### config.mk
export PLATFORM = sky130hd
export DESIGN_NAME = pls_regs
export DESIGN_NICKNAME = d
export VERILOG_FILES = /design/src/logic/pls_pkg.sv /design/src/logic/pls_seed_counter.sv /design/src/logic/pls_regs.sv
export SDC_FILE = /design/constraint.sdc
export NUM_CORES = 1
export LEC_CHECK = 0
export CORE_MARGIN = 10
export CORE_UTILIZATION = 35
export DETAILED_ROUTE_END_ITERATION = 6
export DONT_BUFFER_PORTS = 1
export PLACE_DENSITY = 0.46
export SLEW_MARGIN = 5
export SYNTH_ARGS = -nofsm -noshare
export SYNTH_HDL_FRONTEND = slang
export SYNTH_SLANG_ARGS = --single-unit
### constraint.sdc
create_clock -name i_clk_sys -period 3.2 [get_ports i_clk_sys]
set_clock_uncertainty 0.1 [all_clocks]
set_input_delay 0.32 -clock i_clk_sys [delete_from_list [all_inputs] [get_ports i_clk_sys]]
set_output_delay 0.32 -clock i_clk_sys [all_outputs]
set_load 0.05 [all_outputs]
### src/logic/pls_pkg.sv
// Constants for the per-port physical-layer link status register group.
// Assumes a configuration request port in the core clock domain.
package pls_pkg;
  // ==========================================================
  // Register offsets
  localparam logic [11:0] PLS_OFS_LINK_STATUS  = 12'h538;
  localparam logic [11:0] PLS_OFS_TRAIN_STATE  = 12'h540;
  localparam logic [11:0] PLS_OFS_SEED         = 12'h55C;
  // ==========================================================
  // Field positions
  localparam int          PLS_OUTCOME_LSB      = 12;
  localparam int          PLS_PARTNER_BIT      = 16;
  localparam int          PLS_RETRAIN_BIT      = 31;
  // ==========================================================
  // Reset values, outcome codes and width limit
  localparam logic [15:0] PLS_SEED_RESET       = 16'hFFFF;
  localparam logic [1:0]  PLS_OUTCOME_IDLE     = 2'h0;
  localparam logic [1:0]  PLS_OUTCOME_SUCCESS  = 2'h1;
  localparam logic [1:0]  PLS_OUTCOME_SHORT    = 2'h2;
  localparam logic [1:0]  PLS_OUTCOME_FAILED   = 2'h3;
  localparam logic [2:0]  PLS_WIDTH_MAX        = 3'h7;
  // ==========================================================
  // Training state codes
  localparam logic [4:0]  PLS_ST_DET_QUIET     = 5'h02;
  localparam logic [4:0]  PLS_ST_DET_ACTIVE    = 5'h03;
  localparam logic [4:0]  PLS_ST_POLL_ACTIVE   = 5'h04;
  localparam logic [4:0]  PLS_ST_REC_LOCK      = 5'h10;
  localparam logic [4:0]  PLS_ST_REC_SPEED     = 5'h13;
  localparam logic [4:0]  PLS_ST_ACTIVE        = 5'h14;
  localparam logic [4:0]  PLS_ST_DISABLED      = 5'h1A;
  localparam logic [4:0]  PLS_ST_HOT_RESET     = 5'h1B;
  // Retrain sequencer states, Gray from IDLE to GO
  typedef enum logic [1:0]
  {
    PLS_RT_IDLE = 2'b00,
    PLS_RT_ACK  = 2'b01,
    PLS_RT_GO   = 2'b11
  } pls_rt_type;
endpackage : pls_pkg

### src/logic/pls_seed_counter.sv
// Pseudo-random sequence generator for crosslink operation.
// Assumes the caller pulses the load input whenever the seed changes.
`timescale 1ns/1ps
module pls_seed_counter
  import pls_pkg::*;
(
  input  wire logic        i_clk_sys,  // Core clock
  input  wire logic        i_srst,     // Sync reset, sticky domain
  input  wire logic        i_load,     // Reload from seed
  input  wire logic        i_step,     // Advance one step
  input  wire logic [15:0] i_seed,     // Seed value
  output logic      [15:0] o_value     // Current sequence word
);
  // ==========================================================
  // State
  typedef struct packed
  {
    logic [15:0] lfsr;                 // Shift register
  } pls_sc_type;
  pls_sc_type st_reg;                  // Registered state
  pls_sc_type st_next;                 // Next state

  // Load wins over step so a new seed restarts cleanly
  always_comb
  begin
    st_next = st_reg;
    if (i_load)
    begin
      st_next.lfsr = i_seed;
    end
    else if (i_step)
    begin
      // x16+x5+x4+x3+1 taps
      st_next.lfsr = {st_reg.lfsr[14:0],
                      st_reg.lfsr[15] ^ st_reg.lfsr[4] ^ st_reg.lfsr[3] ^ st_reg.lfsr[2]};
    end
  end

  // Register update
  always_ff @(posedge i_clk_sys)
  begin
    if (i_srst)
      st_reg.lfsr <= PLS_SEED_RESET;
    else
      st_reg <= st_next;
  end

  assign o_value = st_reg.lfsr;

  // ==========================================================
  // Checks
  property p_seed_reload;
    @(posedge i_clk_sys) disable iff (i_srst)
      i_load |=> (o_value == $past(i_seed));
  endproperty
  a_seed_reload: assert property (p_seed_reload) else $error("seed not reloaded");
endmodule : pls_seed_counter

### src/logic/pls_regs.sv
// Physical-layer link status, training state and seed registers.
// Assumes config requests arrive as one-cycle strobes in the core domain,
// and that the training machine and width logic sit outside this block.
`timescale 1ns/1ps
module pls_regs
  import pls_pkg::*;
(
  input  wire logic        i_clk_sys,        // Core clock, 10 MHz
  input  wire logic        i_srst,           // Non-sticky reset
  input  wire logic        i_srst_sticky,    // Sticky (power-on) reset
  input  wire logic        i_cfg_req,        // Config request strobe
  input  wire logic        i_cfg_wr,         // 1 write, 0 read
  input  wire logic [11:0] i_cfg_addr,       // Byte offset
  input  wire logic [31:0] i_cfg_wdata,      // Write data
  input  wire logic [3:0]  i_cfg_be,         // Byte enables
  output logic             o_cfg_cpl,        // Completion strobe
  output logic      [31:0] o_cfg_rdata,      // Read data
  input  wire logic [4:0]  i_training_state_code,  // From training machine
  input  wire logic        i_partner_widen_capable,
  input  wire logic        i_retrain_request,      // Retrain set by software
  input  wire logic        i_width_done,           // Reconfig finished
  input  wire logic [1:0]  i_width_result,         // Outcome on done
  input  wire logic        i_seq_step,             // Sequence advance
  output logic             o_force_detect,         // One-cycle retrain pulse
  output logic             o_width_start,          // One-cycle reconfig start
  output logic      [15:0] o_seq_value             // Sequence word
);
  // ==========================================================
  // State
  typedef struct packed
  {
    logic [1:0]  outcome;                    // Width reconfig outcome
    logic        partner;                    // Partner widen capable
    logic [4:0]  state_code;                 // Mirrored state code
    pls_rt_type  rt;                         // Retrain sequencer
    logic        cpl;                        // Completion strobe
    logic [31:0] rdata;                      // Read data
    logic        force_det;                  // Detect pulse
    logic        wstart;                     // Reconfig start
    logic        retrain_d;                  // Retrain edge history
  } pls_st_type;
  pls_st_type st_reg;
  pls_st_type st_next;
  // Seed lives on the sticky reset so it survives link resets
  logic [15:0] seed_reg;
  logic [15:0] seed_next;
  logic        seed_load_reg;                // Restart the counter
  logic        seed_load_next;
  logic        wr_state;                     // Write hits state register
  logic        wr_seed;                      // Write hits seed register

  assign wr_state = i_cfg_req && i_cfg_wr && (i_cfg_addr == PLS_OFS_TRAIN_STATE);
  assign wr_seed  = i_cfg_req && i_cfg_wr && (i_cfg_addr == PLS_OFS_SEED);

  // ==========================================================
  // Next-state logic
  always_comb
  begin
    st_next            = st_reg;
    st_next.cpl        = 1'b0;
    st_next.force_det  = 1'b0;
    st_next.wstart     = 1'b0;
    st_next.partner    = i_partner_widen_capable;
    st_next.state_code = i_training_state_code;
    st_next.retrain_d  = i_retrain_request;
    // Start reconfig on retrain request rising edge
    if (i_retrain_request && !st_reg.retrain_d)
    begin
      st_next.wstart  = 1'b1;
      st_next.outcome = PLS_OUTCOME_IDLE;
    end
    else if (i_width_done)
    begin
      st_next.outcome = i_width_result;
    end
    // Config access, completion one cycle later
    if (i_cfg_req)
    begin
      st_next.cpl   = 1'b1;
      st_next.rdata = 32'h0000_0000;
      if (!i_cfg_wr)
      begin
        case (i_cfg_addr)
          PLS_OFS_LINK_STATUS:
          begin
            st_next.rdata[PLS_OUTCOME_LSB +: 2] = st_reg.outcome;
            st_next.rdata[PLS_PARTNER_BIT]      = st_reg.partner;
          end
          PLS_OFS_TRAIN_STATE:
          begin
            // Retrain bit stays zero in read data
            st_next.rdata[4:0] = st_reg.state_code;
          end
          PLS_OFS_SEED:
          begin
            st_next.rdata[15:0] = seed_reg;
          end
          default:
          begin
            st_next.rdata = 32'h0000_0000;           // Unmapped reads zero
          end
        endcase
      end
    end
    // Retrain: completion goes out first, then the detect pulse
    case (st_reg.rt)
      PLS_RT_IDLE:
      begin
        if (wr_state && i_cfg_be[3] && i_cfg_wdata[PLS_RETRAIN_BIT])
          st_next.rt = PLS_RT_ACK;
      end
      PLS_RT_ACK:
      begin
        st_next.rt = PLS_RT_GO;
      end
      PLS_RT_GO:
      begin
        st_next.force_det = 1'b1;
        st_next.rt        = PLS_RT_IDLE;
      end
      default:
      begin
        st_next.rt = PLS_RT_IDLE;
      end
    endcase
  end

  // Seed update, byte lanes honoured
  always_comb
  begin
    seed_next      = seed_reg;
    seed_load_next = 1'b0;
    if (wr_seed)
    begin
      if (i_cfg_be[0])
        seed_next[7:0] = i_cfg_wdata[7:0];
      if (i_cfg_be[1])
        seed_next[15:8] = i_cfg_wdata[15:8];
      seed_load_next = (seed_next != seed_reg);
    end
  end

  // ==========================================================
  // Registers
  always_ff @(posedge i_clk_sys)
  begin
    if (i_srst)
    begin
      st_reg.outcome    <= PLS_OUTCOME_IDLE;
      st_reg.partner    <= 1'b0;
      st_reg.state_code <= 5'h00;
      st_reg.rt         <= PLS_RT_IDLE;
      st_reg.cpl        <= 1'b0;
      st_reg.rdata      <= 32'h0000_0000;
      st_reg.force_det  <= 1'b0;
      st_reg.wstart     <= 1'b0;
      st_reg.retrain_d  <= 1'b0;
    end
    else
    begin
      st_reg <= st_next;
    end
  end

  // Sticky domain: only the power-on reset touches the seed
  always_ff @(posedge i_clk_sys)
  begin
    if (i_srst_sticky)
    begin
      seed_reg      <= PLS_SEED_RESET;
      seed_load_reg <= 1'b0;
    end
    else
    begin
      seed_reg      <= seed_next;
      seed_load_reg <= seed_load_next;
    end
  end

  // Sequence counter for crosslink use
  pls_seed_counter u_seq
  (
    .i_clk_sys (i_clk_sys),
    .i_srst    (i_srst_sticky),
    .i_load    (seed_load_reg),
    .i_step    (i_seq_step),
    .i_seed    (seed_reg),
    .o_value   (o_seq_value)
  );

  assign o_cfg_cpl      = st_reg.cpl;
  assign o_cfg_rdata    = st_reg.rdata;
  assign o_force_detect = st_reg.force_det;
  assign o_width_start  = st_reg.wstart;

  // ==========================================================
  // Checks
  property p_retrain_after_cpl;
    @(posedge i_clk_sys) disable iff (i_srst)
      (wr_state && i_cfg_be[3] && i_cfg_wdata[PLS_RETRAIN_BIT] && st_reg.rt == PLS_RT_IDLE)
        |=> o_cfg_cpl && !o_force_detect ##1 !o_force_detect ##1 o_force_detect;
  endproperty
  a_retrain_after_cpl: assert property (p_retrain_after_cpl) else $error("retrain order");

  property p_retrain_reads_zero;
    @(posedge i_clk_sys) disable iff (i_srst)
      o_cfg_cpl |-> !o_cfg_rdata[PLS_RETRAIN_BIT];
  endproperty
  a_retrain_reads_zero: assert property (p_retrain_reads_zero) else $error("bit 31 set");

  property p_state_read;
    @(posedge i_clk_sys) disable iff (i_srst)
      (i_cfg_req && !i_cfg_wr && i_cfg_addr == PLS_OFS_TRAIN_STATE)
        |=> o_cfg_rdata[4:0] == $past(st_reg.state_code);
  endproperty
  a_state_read: assert property (p_state_read) else $error("state code mismatch");

  property p_status_reserved;
    @(posedge i_clk_sys) disable iff (i_srst)
      (i_cfg_req && !i_cfg_wr && i_cfg_addr == PLS_OFS_LINK_STATUS)
        |=> o_cfg_rdata[31:17] == 15'h0000 && o_cfg_rdata[15:14] == 2'h0
            && o_cfg_rdata[11:0] == 12'h000;
  endproperty
  a_status_reserved: assert property (p_status_reserved) else $error("reserved set");

  property p_outcome_capture;
    @(posedge i_clk_sys) disable iff (i_srst)
      (i_width_done && !(i_retrain_request && !st_reg.retrain_d))
        |=> st_reg.outcome == $past(i_width_result);
  endproperty
  a_outcome_capture: assert property (p_outcome_capture) else $error("outcome lost");

  property p_partner_mirror;
    @(posedge i_clk_sys) disable iff (i_srst)
      1'b1 |=> st_reg.partner == $past(i_partner_widen_capable);
  endproperty
  a_partner_mirror: assert property (p_partner_mirror) else $error("partner bit");

  property p_width_start;
    @(posedge i_clk_sys) disable iff (i_srst)
      $rose(i_retrain_request) |=> o_width_start ##1 !o_width_start;
  endproperty
  a_width_start: assert property (p_width_start) else $error("no reconfig start");

  property p_seed_write;
    @(posedge i_clk_sys) disable iff (i_srst_sticky)
      (wr_seed && i_cfg_be[1:0] == 2'h3) |=> seed_reg == $past(i_cfg_wdata[15:0]);
  endproperty
  a_seed_write: assert property (p_seed_write) else $error("seed not stored");

  property p_seed_restart;
    @(posedge i_clk_sys) disable iff (i_srst_sticky)
      (wr_seed && seed_next != seed_reg) |=> ##1 o_seq_value == seed_reg;
  endproperty
  a_seed_restart: assert property (p_seed_restart) else $error("counter not restarted");

  property p_no_spurious_detect;
    @(posedge i_clk_sys) disable iff (i_srst)
      o_force_detect |-> $past(st_reg.rt) == PLS_RT_GO;
  endproperty
  a_no_spurious_detect: assert property (p_no_spurious_detect) else $error("stray detect");
endmodule : pls_regs

==> impl_metrics.yaml <==
status:
  status: "complete, no violations"
clock_network:
  cts-buffers-inserted: 9
  cts_setup_buffers: 0
  clkLatencyLatePin_ns: 0.33
  cts.root.buffer_cell: "sky130_fd_sc_hd__clkbuf_8"
  clkSinkCount: 64
  cts.clk_slew.worst_paths_ns: 0.07
  tritoncts: "built"
  clock_path_buffers: 2
  htree_levels: 3
yosys:
  ys_seq_area_share_pct: 41.0
  synthDistinctLibCells: 36
  synth-main-ff-cell: "sky130_fd_sc_hd__dfxtp_1"
  netlist_area_um2: 3130
  ys_async_sr_fraction_pct: 0
  postSynthRegisterBits: 64
  yosysWarnings: 0
  synth_cells: 337
  synth-edff-count: 0
  synth_area_per_cell_um2: 9.27
placed_design:
  number_of_input_and_output_port_buffers_inserted: 0
  globalplace.congestion: 0.724
  dpl.hpwl_um: 5740
setup_path:
  critPathMaxStageDelay_ns: 1.20
  r2r-start: "seed_load_reg"
  timing.reg2reg.worst_path_depth: 2
  critical_path.slowest_cell: "sky130_fd_sc_hd__dlygate4sd3_1"
  worstPathArrival_ns: 1.84
  crit_end: "o_width_start"
  cp_max_fo: 28
  r2r-end: "u_seq.o_value[3]"
  setup_cp_type: "in2reg"
  crit_required_ns: 3.33
  start_kind: "input pin"
  crit_path_cell_trace: "dlygate4sd3_1, nor2b_1, and2_1"
  cp-end-kind: "register"
  crit_start: "i_srst"
  reg_to_reg_setup_timing_slack_ns: 1.69
power_and_ir_drop:
  seqPwrFrac_pct: 54.8
  internal-power_mw: 1.11
  vdd.ir_drop.worst_mv: 0.169
  power_leakage_nw: 1.17
  power_switching_mw: 0.392
  power.combinational.fraction_pct: 6.4
  power_switching_share_pct: 26.1
  clockPowerShare_pct: 38.7
  power_per_cell_area_nw_per_um2: 470
global_routing:
  groute.usage.overall_pct: 11.7
  grt_pass1_vias: 2145
  grt_max_degree: 34
  antenna_found_initial: 0
  wire_length_of_the_first_global_routing_pass_um: 12000
  grt_remaining_overflow: 0
floorplanning:
  core_area_um2: 8720
  die_h_um: 115
  dieArea_um2: 13100
  die_w_um: 115
  start_util_pct: 35.8
  placementRows: 34
  floorplan.io_pins: 115
sta:
  post_route_fraction_of_the_period_consumed_by_the_critical_path_pct: 53.6
  timing.setup.tns_ns: 0
  slew-limit-headroom_pct: 32.2
  grt_setup_unrepaired: "false"
  whs_ns: 0.0244
  finalCriticalPeriod_ns: 1.71
  slew_viols_final: 0
  count_of_endpoints_failing_hold_in_the_final_timing_report: 0
  setup_violations: 0
  max_slew.worst_pin.slew_ns: 1.01
  upper_clock_frequency_limit_ghz: 0.583
cells_and_area:
  final-seq-area_um2: 1280
  area_growth_pct: 2.32
  largest_register_ffs: 17
  fillcell_total: 899
  nets: 382
  proportion_of_layout_cells_with_a_drive_suffix_above_1_pct: 11.2
  antenna-diode-count: 0
  area_of_the_multi_input_gates_um2: 1590
worst_hold_path:
  min_path_type: "in2reg"
  hold_path_depth: 1
detailed_routing:
  routedWlPerCell_um: 17.9
  num_vias: 2040
  detail_route.wirelength_um: 7690
  drt_pre_antenna_iters: 4
  routed_vias_inst: 4.74
  drt_first_iter_violations: 65
  ant_nets: 0
  drc: 0
run:
  max-cap-violations: 0
synth_stat cells, types with 2 or more instances:
cell type | count | area (µm²)
sky130_fd_sc_hd__clkbuf_1 | 11 | 41.3
sky130_fd_sc_hd__nor3_1 | 5 | 25.0
sky130_fd_sc_hd__nor2_1 | 45 | 169
sky130_fd_sc_hd__nand4bb_1 | 2 | 22.5
sky130_fd_sc_hd__nor2_2 | 2 | 12.5
sky130_fd_sc_hd__buf_4 | 32 | 240
sky130_fd_sc_hd__xnor2_1 | 18 | 158
sky130_fd_sc_hd__a41oi_1 | 5 | 43.8
sky130_fd_sc_hd__nor2b_1 | 25 | 156
sky130_fd_sc_hd__nand2b_1 | 18 | 113
sky130_fd_sc_hd__o21ai_0 | 3 | 15.0
sky130_fd_sc_hd__nand3_2 | 2 | 20.0
sky130_fd_sc_hd__nand4_1 | 4 | 25.0
sky130_fd_sc_hd__a21oi_1 | 20 | 100
sky130_fd_sc_hd__mux2_2 | 15 | 169
sky130_fd_sc_hd__nand3_1 | 2 | 10.0
sky130_fd_sc_hd__buf_2 | 2 | 10.0
sky130_fd_sc_hd__mux2i_1 | 34 | 340
sky130_fd_sc_hd__dfxtp_1 | 64 | 1280
sky130_fd_sc_hd__nand2_1 | 12 | 45.0
logic make-up after synthesis:
group / count (synthesis) / share of synthesized area [%]
multiplexers: 49 / 16.3
XOR/XNOR: 19 / 5.32
flip-flops: 64 / 41.0
AND/OR/NAND/NOR: 125 / 21.6
buffers and inverters: 48 / 9.93
other: 1 / 0.120
AO/OA/AOI/OAI: 31 / 5.76
stage by stage:
step	util, %	worst slack (ns)	instances	instance area, µm²	total power [mW]
after CTS	36.6	1.43	429	3190	1.53
after floorplan	-	1.63	351	3180	0.952
after global routing	36.7	1.33	430	3200	1.58
after detailed placement	34.5	1.19	412	3010	0.928
after global placement	34.5	1.20	412	3010	0.927
final	36.7	1.49	430	3200	1.50
final cells by class:
type                            instances  share of cell area (%)
Clock buffer                            9                    3.87
Clock inverter                          6                    1.17
Timing Repair Buffer                    3                   0.939
Multi-Input combinational cell        239                    49.6
Inverter                                1                   0.117
Sequential cell                        64                    40.1
Tap cell                              108                    4.23
power by group through the flow:
stage                     sequential (mW)  combinational, mW  clock [mW]
final                               0.824             0.0966       0.582
after global routing                0.824              0.105       0.654
after CTS                           0.824             0.0958       0.613
after detailed placement            0.843             0.0851           0
after global placement              0.843             0.0846           0
after floorplan                     0.840              0.112           0
metal layers:
metal  up-vias  track usage (%)  part of all wire, %
li1       1052                -                    -
met1       930             12.9                   40
met2        52             18.7                   48
met3         6             6.34                   11
met4         0             3.76                 0.91
met5         -                0                    0
critical path: cells and delay by family:
family        cells  cell delay (ns)
buf+inv           1             1.20
simple gates      2             0.32
how the worst min path moves through the flow:
| stage | start | to |
|---|---|---|
| global route | i_training_state_code[2] | st_reg[40] |
| CTS | i_cfg_req | o_cfg_cpl |
| finish | i_training_state_code[2] | st_reg[40] |
| global placement | i_srst | o_cfg_rdata[3] |
| floorplan | i_srst | st_reg[0] |
| detailed placement | i_srst | o_cfg_rdata[0] |
cell usage in the layout, fill, tap and decap left out, types with 12 or more instances in the layout:
cell type	netlist	routed
sky130_fd_sc_hd__a21oi_1	20	20
sky130_fd_sc_hd__nor2_1	45	45
sky130_fd_sc_hd__xnor2_1	18	18
sky130_fd_sc_hd__nand2_1	12	12
sky130_fd_sc_hd__nor2b_1	25	25
sky130_fd_sc_hd__conb_1	1	15
sky130_fd_sc_hd__dfxtp_1	64	64
sky130_fd_sc_hd__mux2i_1	34	34
sky130_fd_sc_hd__mux2_2	15	15
sky130_fd_sc_hd__nand2b_1	18	18
timing repair:
action                     4_1_cts  5_1_grt
hold endpoints to repair        45        1
gates resized for setup          0        0
hold buffers                     2        1
setup endpoints to repair        0        0
No activity file was read; power rests on OpenSTA's default activity.
